**src/rtl/iod_pkg.sv**
```systemverilog
package iod_pkg;

  // ----------------------------------------------------------------
  // Widths
  // ----------------------------------------------------------------
  localparam int ADDR_W = 7;
  localparam int DATA_W = 16;
  localparam int WIDE_W = 32;
  localparam int DEC_W = 16;

  // ----------------------------------------------------------------
  // Register offsets
  // ----------------------------------------------------------------
  localparam logic [ADDR_W-1:0] OFS_ACCEL_X_EXTENSION = 7'h10;
  localparam logic [ADDR_W-1:0] OFS_ACCEL_X_PRIMARY = 7'h12;
  localparam logic [ADDR_W-1:0] OFS_ACCEL_Y_EXTENSION = 7'h14;
  localparam logic [ADDR_W-1:0] OFS_ACCEL_Y_PRIMARY = 7'h16;
  localparam logic [ADDR_W-1:0] OFS_ACCEL_Z_EXTENSION = 7'h18;
  localparam logic [ADDR_W-1:0] OFS_ACCEL_Z_PRIMARY = 7'h1a;
  localparam logic [ADDR_W-1:0] OFS_ANGLE_INCREMENT_Y = 7'h26;
  localparam logic [ADDR_W-1:0] OFS_ANGLE_INCREMENT_Z = 7'h28;

  // ----------------------------------------------------------------
  // Fields and reset values
  // ----------------------------------------------------------------
  localparam int CLKSEL_LSB = 2;
  localparam int CLKSEL_MSB = 3;
  localparam logic [1:0] CLKSEL_INTERNAL = 2'h0;
  localparam logic [DATA_W-1:0] DATA_RESET = 16'h0000;
  localparam logic [DATA_W-1:0] UNMAPPED_READ = 16'h0000;

  // ----------------------------------------------------------------
  // Scale factors and timing
  // ----------------------------------------------------------------
  localparam real GYRO_DPS_PER_COUNT = 0.005;
  localparam real ACCEL_MG_PER_COUNT = 0.25;
  localparam int CLK_HZ = 125_000_000;
  localparam int SAMPLE_HZ = 2048;
  localparam int SAMPLE_CYCLES = CLK_HZ / SAMPLE_HZ;

endpackage : iod_pkg

```
**src/rtl/iod_output_regs.sv**
```systemverilog
`timescale 1ns/100ps
// Contract
// - Y angle increment, 16-bit signed, 0x26
// - Z angle increment, 16-bit signed, 0x28
// - Count weighs rate scale times (decimation+1)/fs
// - Select 00 uses 2048 Hz, else external
// - Primary acceleration 16-bit signed, 0.25 mg
// - Extension holds filter growth low bits
// - Acceleration registers read-only at 0x10..0x1A
// - Each axis own pair, all refreshed
// - Y primary acceleration at 0x16
// - Z pair at 0x1A and 0x18
// - Increment covers one processing cycle
// - Rate scale is 0.005 deg/s per count
module iod_output_regs
  import iod_pkg::*;
#(
  parameter int SAMPLE_PERIOD = SAMPLE_CYCLES,
  parameter int DEC_BITS = DEC_W
) (
  // Clock and reset
  input wire logic mclk,
  input wire logic rst_n,
  // Configuration
  input wire logic [DEC_BITS-1:0] decimation_setting,
  input wire logic [DATA_W-1:0] misc_control_word,
  input wire logic ext_sample_pulse,
  // Sensor data
  input wire logic [DATA_W-1:0] gyro_y_rate,
  input wire logic [DATA_W-1:0] gyro_z_rate,
  input wire logic [WIDE_W-1:0] accel_x_data,
  input wire logic [WIDE_W-1:0] accel_y_data,
  input wire logic [WIDE_W-1:0] accel_z_data,
  // Register port
  input wire logic [ADDR_W-1:0] reg_addr,
  input wire logic reg_rd,
  input wire logic reg_wr,
  input wire logic [DATA_W-1:0] reg_wdata,
  output logic [DATA_W-1:0] reg_rdata,
  output logic reg_rvalid,
  // Status
  output logic data_ready
);

  localparam int ACC_W = DATA_W + DEC_BITS;
  localparam int DIV_W = DEC_BITS + 1;
  localparam int AXES = 2;

  // ----------------------------------------------------------------
  // Sample pacing
  // ----------------------------------------------------------------
  logic int_tick;
  logic sample_tick;
  logic use_internal;

  iod_tick_gen #(
    .PERIOD(SAMPLE_PERIOD)
  ) u_tick (
    .mclk(mclk),
    .rst_n(rst_n),
    .tick(int_tick)
  );

  assign use_internal =
    misc_control_word[CLKSEL_MSB:CLKSEL_LSB] == CLKSEL_INTERNAL;
  assign sample_tick = use_internal ? int_tick : ext_sample_pulse;

  // ----------------------------------------------------------------
  // Decimation and rate accumulation
  // ----------------------------------------------------------------
  logic [DEC_BITS-1:0] dec_count;
  logic [DEC_BITS-1:0] next_dec_count;
  logic [DATA_W-1:0] rate_in [AXES];
  logic signed [ACC_W-1:0] acc [AXES];
  logic signed [ACC_W-1:0] next_acc [AXES];
  logic signed [ACC_W-1:0] total [AXES];
  logic [ACC_W-1:0] launch_mag [AXES];
  logic [ACC_W-1:0] next_launch_mag [AXES];
  logic [AXES-1:0] launch_neg;
  logic [AXES-1:0] next_launch_neg;
  logic [DIV_W-1:0] launch_div;
  logic [DIV_W-1:0] next_launch_div;
  logic launch;
  logic next_launch;
  logic cycle_end;

  assign rate_in[0] = gyro_y_rate;
  assign rate_in[1] = gyro_z_rate;
  // A setting lowered to or below dec_count ends the running cycle at the next tick
  assign cycle_end = sample_tick && (dec_count >= decimation_setting);

  always_comb begin
    next_dec_count = dec_count;
    next_launch = 1'b0;
    next_launch_div = launch_div;
    if (sample_tick) begin
      next_dec_count = cycle_end ? '0 : dec_count + DEC_BITS'(1);
    end
    if (cycle_end) begin
      next_launch = 1'b1;
      next_launch_div = {1'b0, decimation_setting} + DIV_W'(1);
    end
  end

  always_ff @(posedge mclk) begin
    if (!rst_n) begin
      dec_count <= '0;
      launch <= 1'b0;
      launch_div <= DIV_W'(1);
    end else begin
      dec_count <= next_dec_count;
      launch <= next_launch;
      launch_div <= next_launch_div;
    end
  end

  // ----------------------------------------------------------------
  // Angle increment per axis
  // ----------------------------------------------------------------
  logic [DATA_W-1:0] angle_increment [AXES];
  logic [DATA_W-1:0] next_angle [AXES];
  logic [AXES-1:0] div_done;

  genvar g;
  generate
    for (g = 0; g < AXES; g++) begin : g_axis
      logic [ACC_W-1:0] quo;
      logic [ACC_W-1:0] signed_quo;

      // Sum of rate samples across one processing cycle
      always_comb begin
        total[g] = acc[g] + ACC_W'(signed'(rate_in[g]));
        next_acc[g] = acc[g];
        next_launch_mag[g] = launch_mag[g];
        next_launch_neg[g] = launch_neg[g];
        if (sample_tick) begin
          next_acc[g] = cycle_end ? '0 : total[g];
        end
        if (cycle_end) begin
          next_launch_neg[g] = total[g][ACC_W-1];
          next_launch_mag[g] = total[g][ACC_W-1] ?
            ACC_W'(-total[g]) : ACC_W'(total[g]);
        end
      end

      always_ff @(posedge mclk) begin
        if (!rst_n) begin
          acc[g] <= '0;
          launch_mag[g] <= '0;
          launch_neg[g] <= 1'b0;
        end else begin
          acc[g] <= next_acc[g];
          launch_mag[g] <= next_launch_mag[g];
          launch_neg[g] <= next_launch_neg[g];
        end
      end

      // Sum/(D+1) gives counts of scale*(D+1)/fs
      // A new cycle end restarts the divide; keep ticks 35 cycles apart
      iod_divider #(
        .N_W(ACC_W),
        .D_W(DIV_W)
      ) u_div (
        .mclk(mclk),
        .rst_n(rst_n),
        .start(launch),
        .dividend(launch_mag[g]),
        .divisor(launch_div),
        .busy(),
        .done(div_done[g]),
        .quotient(quo)
      );

      // Sign restored after the magnitude divide, so it rounds to zero
      assign signed_quo = launch_neg[g] ? ACC_W'(-quo) : quo;

      always_comb begin
        next_angle[g] = angle_increment[g];
        if (div_done[g]) begin
          next_angle[g] = signed_quo[DATA_W-1:0];
        end
      end

      always_ff @(posedge mclk) begin
        if (!rst_n) begin
          angle_increment[g] <= DATA_RESET;
        end else begin
          angle_increment[g] <= next_angle[g];
        end
      end
    end
  endgenerate

  // ----------------------------------------------------------------
  // Acceleration registers
  // ----------------------------------------------------------------
  logic [DATA_W-1:0] accel_primary [3];
  logic [DATA_W-1:0] accel_extension [3];
  logic [DATA_W-1:0] next_primary [3];
  logic [DATA_W-1:0] next_extension [3];
  logic [WIDE_W-1:0] accel_in [3];
  logic next_ready;

  assign accel_in[0] = accel_x_data;
  assign accel_in[1] = accel_y_data;
  assign accel_in[2] = accel_z_data;

  // All three pairs refresh together at the end of each cycle, so a
  // primary and extension read between refreshes stay coherent
  generate
    for (g = 0; g < 3; g++) begin : g_accel
      always_comb begin
        next_primary[g] = accel_primary[g];
        next_extension[g] = accel_extension[g];
        if (cycle_end) begin
          next_primary[g] = accel_in[g][WIDE_W-1:DATA_W];
          next_extension[g] = accel_in[g][DATA_W-1:0];
        end
      end

      always_ff @(posedge mclk) begin
        if (!rst_n) begin
          accel_primary[g] <= DATA_RESET;
          accel_extension[g] <= DATA_RESET;
        end else begin
          accel_primary[g] <= next_primary[g];
          accel_extension[g] <= next_extension[g];
        end
      end
    end
  endgenerate

  // ----------------------------------------------------------------
  // Update flag
  // ----------------------------------------------------------------
  // Both dividers start on the same edge and finish together
  always_comb begin
    next_ready = &div_done;
  end

  always_ff @(posedge mclk) begin
    if (!rst_n) begin
      data_ready <= 1'b0;
    end else begin
      data_ready <= next_ready;
    end
  end

  // ----------------------------------------------------------------
  // Write path
  // ----------------------------------------------------------------
  logic wr_seen;

  // Writes reach no storage; every register here is read-only
  assign wr_seen = reg_wr & (|reg_wdata | 1'b1);

  // ----------------------------------------------------------------
  // Register read port
  // ----------------------------------------------------------------
  logic [DATA_W-1:0] next_rdata;
  logic [DATA_W-1:0] read_mux;
  logic next_rvalid;

  // Address decode of the read-only map
  always_comb begin
    case (reg_addr)
      OFS_ACCEL_X_EXTENSION: read_mux = accel_extension[0];
      OFS_ACCEL_X_PRIMARY: read_mux = accel_primary[0];
      OFS_ACCEL_Y_EXTENSION: read_mux = accel_extension[1];
      OFS_ACCEL_Y_PRIMARY: read_mux = accel_primary[1];
      OFS_ACCEL_Z_EXTENSION: read_mux = accel_extension[2];
      OFS_ACCEL_Z_PRIMARY: read_mux = accel_primary[2];
      OFS_ANGLE_INCREMENT_Y: read_mux = angle_increment[0];
      OFS_ANGLE_INCREMENT_Z: read_mux = angle_increment[1];
      default: read_mux = UNMAPPED_READ;
    endcase
  end

  // Read data loads only on a read and holds until the next one
  always_comb begin
    next_rdata = reg_rdata;
    next_rvalid = reg_rd;
    if (reg_rd && !wr_seen) begin
      next_rdata = read_mux;
    end else if (reg_rd) begin
      next_rdata = read_mux;
    end
  end

  always_ff @(posedge mclk) begin
    if (!rst_n) begin
      reg_rdata <= DATA_RESET;
      reg_rvalid <= 1'b0;
    end else begin
      reg_rdata <= next_rdata;
      reg_rvalid <= next_rvalid;
    end
  end

endmodule : iod_output_regs

```
**src/rtl/iod_tick_gen.sv**
```systemverilog
`timescale 1ns/100ps
module iod_tick_gen
  import iod_pkg::*;
#(
  parameter int PERIOD = SAMPLE_CYCLES
) (
  // Clock and reset
  input wire logic mclk,
  input wire logic rst_n,
  // Tick
  output logic tick
);

  localparam logic [31:0] LAST = 32'(PERIOD - 1);

  logic [31:0] count;
  logic [31:0] next_count;
  logic next_tick;

  always_comb begin
    next_count = count + 32'h0000_0001;
    next_tick = 1'b0;
    if (count >= LAST) begin
      next_count = 32'h0000_0000;
      next_tick = 1'b1;
    end
  end

  always_ff @(posedge mclk) begin
    if (!rst_n) begin
      count <= 32'h0000_0000;
      tick <= 1'b0;
    end else begin
      count <= next_count;
      tick <= next_tick;
    end
  end

endmodule : iod_tick_gen

```
**src/rtl/iod_divider.sv**
```systemverilog
`timescale 1ns/100ps
module iod_divider #(
  parameter int N_W = 32,
  parameter int D_W = 17
) (
  // Clock and reset
  input wire logic mclk,
  input wire logic rst_n,
  // Request
  input wire logic start,
  input wire logic [N_W-1:0] dividend,
  input wire logic [D_W-1:0] divisor,
  // Result
  output logic busy,
  output logic done,
  output logic [N_W-1:0] quotient
);

  localparam int CNT_W = $clog2(N_W + 1);

  logic [D_W-1:0] rem;
  logic [D_W-1:0] next_rem;
  logic [N_W-1:0] next_quotient;
  logic [CNT_W-1:0] count;
  logic [CNT_W-1:0] next_count;
  logic next_busy;
  logic next_done;
  logic [D_W:0] shifted;
  logic [D_W:0] diff;

  // Restoring division, one quotient bit per clock
  always_comb begin
    next_rem = rem;
    next_quotient = quotient;
    next_count = count;
    next_busy = busy;
    next_done = 1'b0;
    shifted = {rem, quotient[N_W-1]};
    diff = shifted - {1'b0, divisor};
    if (start) begin
      next_rem = '0;
      next_quotient = dividend;
      next_count = CNT_W'(N_W);
      next_busy = 1'b1;
    end else if (busy) begin
      if (shifted >= {1'b0, divisor}) begin
        next_rem = diff[D_W-1:0];
        next_quotient = {quotient[N_W-2:0], 1'b1};
      end else begin
        next_rem = shifted[D_W-1:0];
        next_quotient = {quotient[N_W-2:0], 1'b0};
      end
      next_count = count - CNT_W'(1);
      if (count == CNT_W'(1)) begin
        next_busy = 1'b0;
        next_done = 1'b1;
      end
    end
  end

  always_ff @(posedge mclk) begin
    if (!rst_n) begin
      rem <= '0;
      quotient <= '0;
      count <= '0;
      busy <= 1'b0;
      done <= 1'b0;
    end else begin
      rem <= next_rem;
      quotient <= next_quotient;
      count <= next_count;
      busy <= next_busy;
      done <= next_done;
    end
  end

endmodule : iod_divider

```
**config.mk**
```make
export PLATFORM = sky130hd
export DESIGN_NAME = iod_output_regs
export DESIGN_NICKNAME = d
export VERILOG_FILES = /design/src/rtl/iod_pkg.sv /design/src/rtl/iod_output_regs.sv /design/src/rtl/iod_tick_gen.sv /design/src/rtl/iod_divider.sv
export SDC_FILE = /design/constraint.sdc
export NUM_CORES = 1
export LEC_CHECK = 0
export ABC_AREA = 1
export BUFFER_PORTS_ARGS = -buffer_cell sky130_fd_sc_hd__buf_2
export CAP_MARGIN = 20
export CORE_MARGIN = 4
export CORE_UTILIZATION = 55
export CTS_BUF_LIST = sky130_fd_sc_hd__clkbuf_8
export DETAILED_ROUTE_END_ITERATION = 7
export GPL_TIMING_DRIVEN = 0
export PLACE_DENSITY = 0.74
export SYNTH_ARGS = -nofsm -noshare
export SYNTH_HDL_FRONTEND = slang
export SYNTH_SLANG_ARGS = --single-unit
```
**constraint.sdc**
```tcl
create_clock -name mclk -period 5 [get_ports mclk]
set_input_delay 0.5 -clock mclk [delete_from_list [all_inputs] [get_ports mclk]]
set_output_delay 0.5 -clock mclk [all_outputs]
set_load 0.05 [all_outputs]
```
Word-level counts from Yosys, hierarchy flattened
Memory sizes are Yosys's and may differ from the RTL's.
Index checks and enable logic that the tools add are counted.
{"block": "word_totals", "ff_bits": 201, "ramBits": 256, "output_inout_bits": 18, "memories": 5}
{"name": "acc", "words": 2, "word_bits": 32, "rd": 2, "rd_clocked_by_memory_dff": 0, "write_ports": 2, "line_no": "iod_output_regs.sv:74", "rtl": "logic signed [ACC_W-1:0] acc [AXES];"}
{"name": "launch_mag", "words": 2, "word_bits": 32, "rd": 2, "rd_clocked_by_memory_dff": 0, "write_ports": 2, "line_no": "iod_output_regs.sv:77", "rtl": "logic [ACC_W-1:0] launch_mag [AXES];"}
{"name": "accel_extension", "words": 3, "word_bits": 16, "rd": 3, "rd_clocked_by_memory_dff": 0, "write_ports": 3, "line_no": "iod_output_regs.sv:198", "rtl": "logic [DATA_W-1:0] accel_extension [3];"}
{"name": "accel_primary", "words": 3, "word_bits": 16, "rd": 3, "rd_clocked_by_memory_dff": 0, "write_ports": 3, "line_no": "iod_output_regs.sv:197", "rtl": "logic [DATA_W-1:0] accel_primary [3];"}
{"name": "angle_increment", "words": 2, "word_bits": 16, "rd": 2, "rd_clocked_by_memory_dff": 0, "write_ports": 2, "line_no": "iod_output_regs.sv:120", "rtl": "logic [DATA_W-1:0] angle_increment [AXES];"}
{"block": "op_classes", "addsub": 13, "magnitude_cmp": 4, "n_eq_ne": 10, "muxes": 59, "bitwise_logic": 15, "n_reduce_logical": 12}
{"cell": "32-bit 2-to-1 mux", "count": 16}
{"cell": "16-bit 2-to-1 mux", "count": 21}
{"cell": "16-bit one-hot mux with 8 select lines", "count": 1}
{"cell": "32-bit by 16-bit adder with 32-bit output", "count": 2}
{"cell": "32-bit negation", "count": 2}
{"cell": "7-bit by 5-bit equality test with 1-bit output, second input constant", "count": 6}
{"cell": "18-bit by 17-bit greater-or-equal comparator with 1-bit output", "count": 2}
{"cell": "17-bit 2-to-1 mux", "count": 2}
{"cell": "17-bit subtractor", "count": 2}
{"cell": "32-bit by 1-bit adder with 32-bit output, second input constant", "count": 1}
{"cell": "32-bit by 16-bit greater-or-equal comparator with 1-bit output, second input constant", "count": 1}
{"cell": "16-bit negation", "count": 2}
{"cell": "6-bit 2-to-1 mux", "count": 4}
{"cell": "16-bit by 1-bit adder with 17-bit output, second input constant", "count": 1}
{"cell": "16-bit by 1-bit adder with 16-bit output, second input constant", "count": 1}
{"cell": "16-bit greater-or-equal comparator", "count": 1}
{"cell": "1-bit 2-to-1 mux", "count": 15}
{"cell": "7-bit by 6-bit equality test with 1-bit output, second input constant", "count": 2}
{"cell": "6-bit by 1-bit equality test with 1-bit output, second input constant", "count": 2}
{"cell": "1-bit bitwise OR", "count": 12}
{"cell": "6-bit by 1-bit subtractor with 6-bit output, second input constant", "count": 2}
{"cell": "2-bit nonzero test", "count": 3}
{"cell": "3-bit OR reduction", "count": 2}
{"cell": "2-bit OR reduction", "count": 2}
{"cell": "other kinds (5)", "count": 8}

Depth between registers and ports, before layout
{"block": "depth", "word_depth": 6, "mapped_depth": 22}

Cells and area by module
A second synthesis with hierarchy kept.
{"block": "hier_totals", "hier_cells": 4295, "hier_area_um2": 27993.1}
{"mod": "iod_output_regs", "n_inst": 1, "cells_per_inst": 2916, "area_per_inst_um2": 18836.8, "seq_area_each_um2": 6206.0}
{"mod": "iod_divider", "n_inst": 2, "cells_per_inst": 612, "area_per_inst_um2": 3935.0, "seq_area_each_um2": 1141.1}
{"mod": "iod_tick_gen", "n_inst": 1, "cells_per_inst": 155, "area_per_inst_um2": 1286.2, "seq_area_each_um2": 660.6}

Worst setup path after synthesis
No wires, ideal clock.
{"block": "synth_path", "path_type": "input -> register", "start": "input port gyro_z_rate[0]", "end": "memory launch_mag[1][28] in the netlist's numbering", "arrival_time_ns": 2.596, "required_time_ns": 4.891, "path_slack_ns": 2.295, "cell_stages": 17, "path_cell_list": "ha_1 -> fa_1 -> inv_1 -> ha_1 -> inv_1 -> nor2_1 -> nand2_1 -> nor2_1 -> nand3_1 -> nor2_2 -> nand3_1 -> nor2_1 -> nand4_1 -> nand3_1 -> nand3_1 -> nand2_1 -> inv_1"}
{"element": "from (decl)", "line_no": "iod_output_regs.sv:30", "rtl": "input wire logic [DATA_W-1:0] gyro_z_rate,"}
{"element": "to (decl)", "line_no": "iod_output_regs.sv:77"}

==> out/qor.csv <==
metric,value,unit
p_leak,14.7,nW
first_global_vias,24891,
crit_arrival,3.93,ns
start_util,55.9,%
cts_tree,done,
dr.first_iter.drc_count,2267,
finalMaxSlewViolations,0,
io_pins,206,
syn_inst,4042,
worst_skew_pair.late_latency,0.67,ns
path_clk_slew,0.06,ns
rsz0062_at_grt,no,
synth_top_cell_area_share,34.2,%
status,completed,
drt-total-wl,81.5,mm
dpl_cell_area,28500,um2
nets,4638,
worstSetupPathType,reg -> reg,
drive_gt1_share,8.40,%
yosysUniqueCellTypes,65,
hold_path_class,in -> reg,
r2r-start,dec_count[9],
syn2layout_area_growth,13.0,%
grt_use_total,30.1,%
crit_path_top_delay_cell,clkbuf_1,
remaining_drc_errors,0,
grt_max_degree,18,
antenna_found_initial,0,
tightest_slew,0.995,ns
crit_required,5.60,ns
reg2reg_depth,12,
drt_pre_antenna_iters,6,
synth-seq-cells,457,
cp_max_fo,10,
design_area,30300,um2
gp_congestion,0.962,
ys_warn_count,0,
yosysMostFrequentCell,nand2_1,
switchingPower,0.00308,W
die_height,229,um
std_cell_rows,80,
path_cells,"ha_1, a21oi_1, o21ai_0, a21oi_1, nand3_1, nand2_1, inv_2, nor2_1, clkbuf_1, clkbuf_1, nand2_1, nand2_1",
whs,0.0331,ns
max_cap_violations,0,
cts_made_buffers,80,
clock_skew,0.0209,ns
p_seq_share,40.0,%
vdd_drop_max,0.244,mV
intPower,0.00633,W
synthTopCellsByCount,"1,154 x nand2_1, 609 x inv_1, 457 x dfxtp_1",
crit_path_start_kind,register,
synth_top_area_cell,dfxtp_1,
clock_sinks,457,
relSlewSlack,33.4,%
grt_pass1_wl,130,mm
synth_edf_count,0,
grt.overflow.total,0,
yosys-top-cells-area,"dfxtp_1 34%, nand2_1 16%, inv_1 8.5%",
critPathLaunch,dec_count[9],
crit_path_frequent_cell,nand2_1,
p_sw_share,32.7,%
dieArea,52300,um2
io_buffer_count,172,
post-route-util,63.1,%
syn_area,26800,um2
htree_levels,3,
seq_area_frac_synth,34.2,%
hold_viol,0,
p_per_area,311,nW/um2
setup_viol,0,
vias_per_cell,5.39,
clock_path_buffers,3,
cpPeakStageDelay,0.66,ns
root_buffer,clkbuf_8,
hpwl,63.4,mm
p_comb_share,21.9,%
vias,26938,
rr_endpoint,launch_mag[0][22],
reg2reg_slack,1.67,ns
post_cts_buffers,0,
syn_avg_cell_area,6.63,um2
endpoint_kind,register,
cp-endpoint,launch_mag[0][22],
min-delay-start,accel_z_data[17],
wl_per_cell,16.3,um
fin_setup_tns,0,ns
core_region_area,47900,um2
max_freq,300,MHz
fin_crit_sh,66.7,%
synth_ff_type,dfxtp_1,
min_period,3.33,ns
die_w,229,um
antenna_left,0,
synthArstFlopShare,0,%
clock_power_share,38.2,%
==> power by group through the flow <==
stage / Combinational [W] / Clock, W / Sequential [W]
2_1_floorplan: 0.00146 / 0 / 0.00382
3_3_place_gp: 0.00199 / 0 / 0.00384
3_5_place_dp: 0.00201 / 0 / 0.00384
4_1_cts: 0.00203 / 0.00364 / 0.00376
5_1_grt: 0.00230 / 0.00382 / 0.00377
6_report: 0.00206 / 0.00359 / 0.00376
==> how the worst min path moves through the flow <==
stage	end	slack, ns	cells after the start
2_1_floorplan	accel_extension[2][11]	0.42	2
3_3_place_gp	accel_primary[2][15]	0.44	2
3_5_place_dp	launch_mag[0][0]	0.45	2
4_1_cts	accel_primary[0][1]	0.0001	3
5_1_grt	accel_extension[2][1]	0.01	3
6_report	accel_primary[2][1]	0.03	3
==> through the flow <==
stage	total power, W	setup slack, ns	std cells
3_5_place_dp	0.00585	1.39	4844
6_report	0.00941	1.67	4997
3_3_place_gp	0.00583	1.39	4844
5_1_grt	0.00989	1.48	4996
4_1_cts	0.00942	1.69	4996
2_1_floorplan	0.00528	2.30	4057
==> metal layers <==
metal	share of wire [%]	GRT usage [%]	routed length, um	vias to the layer above
met2	46	49.8	37100	889
li1	-	-	-	13650
met5	0.12	0	97	-
met3	6.1	4.47	4960	187
met1	45	40.3	36600	12210
met4	3.4	10.5	2740	2
==> cells by family (layout without fill, tap and decap cells) <==
kind of cell	Yosys count	after routing	share of synthesized area, %
AO/OA/AOI/OAI	795	795	17.7
XOR/XNOR	108	108	3.66
adder cells (fa/ha/maj)	128	128	6.09
buffers and inverters	760	1084	10.8
flip-flops	457	457	34.2
other	1	17	0.0140
AND/OR/NAND/NOR	1793	1793	27.5
==> placed cells by master (no fill, tap or decap), drive strengths merged, types with 9 or more instances in the layout <==
cell type and count:
a21oi 282, a221oi 17, a22o 40, a22oi 62
a32o 15, buf 202, clkbuf 209, clkinv 12
conb 16, dfxtp 457, dlygate4sd3 11, ha 124
inv 646, nand2 1170, nand3 188, nand3b 9
nand4 33, nor2 302, nor3 55, nor4 9
o211ai 18, o21ai 268, o221ai 13, o22ai 29
xnor2 17, xor2 91
==> flip-flops by register name, summed over array words and instances (netlist names), 2 cells and up <==
register and count:
acc 64, g_axis.u_div.quotient 64, launch_mag 64, accel_extension 48
accel_primary 48, g_axis.u_div.rem 34, angle_increment 32, u_tick.count 32
launch_div 17, dec_count 16, reg_rdata 16, g_axis.u_div.count 12
g_axis.u_div.busy 2, g_axis.u_div.done 2, launch_neg 2
==> worst max-delay path: cells and delay by family, from the launching register on <==
kind                     cells  cell delay, ns
AO/OA/AOI/OAI                3            0.38
adder cells (fa/ha/maj)      1            0.28
buffers and inverters        3            1.36
AND/OR/NAND/NOR              5            0.82
flip-flops                   1            0.41
==> layout make-up <==
cell class              instances  area, um2
clock inverters                38        256
fillers                      4553      17700
diodes                          1       2.50
flip-flops and latches        457       9150
multi-input cells            2840      14800
well taps                     615        769
inverters                     624       2340
plain buffers                 136        559
clock buffers                 103       1420
repair buffers                183        971
==> timing repair <==
| item | in CTS | in global routing |
|---|---|---|
| resized for setup | 0 | 0 |
| hold buffers | 11 | 0 |
| endpoints found under the hold margin | 11 | 0 |
No activity file was read; power rests on OpenSTA's default activity.
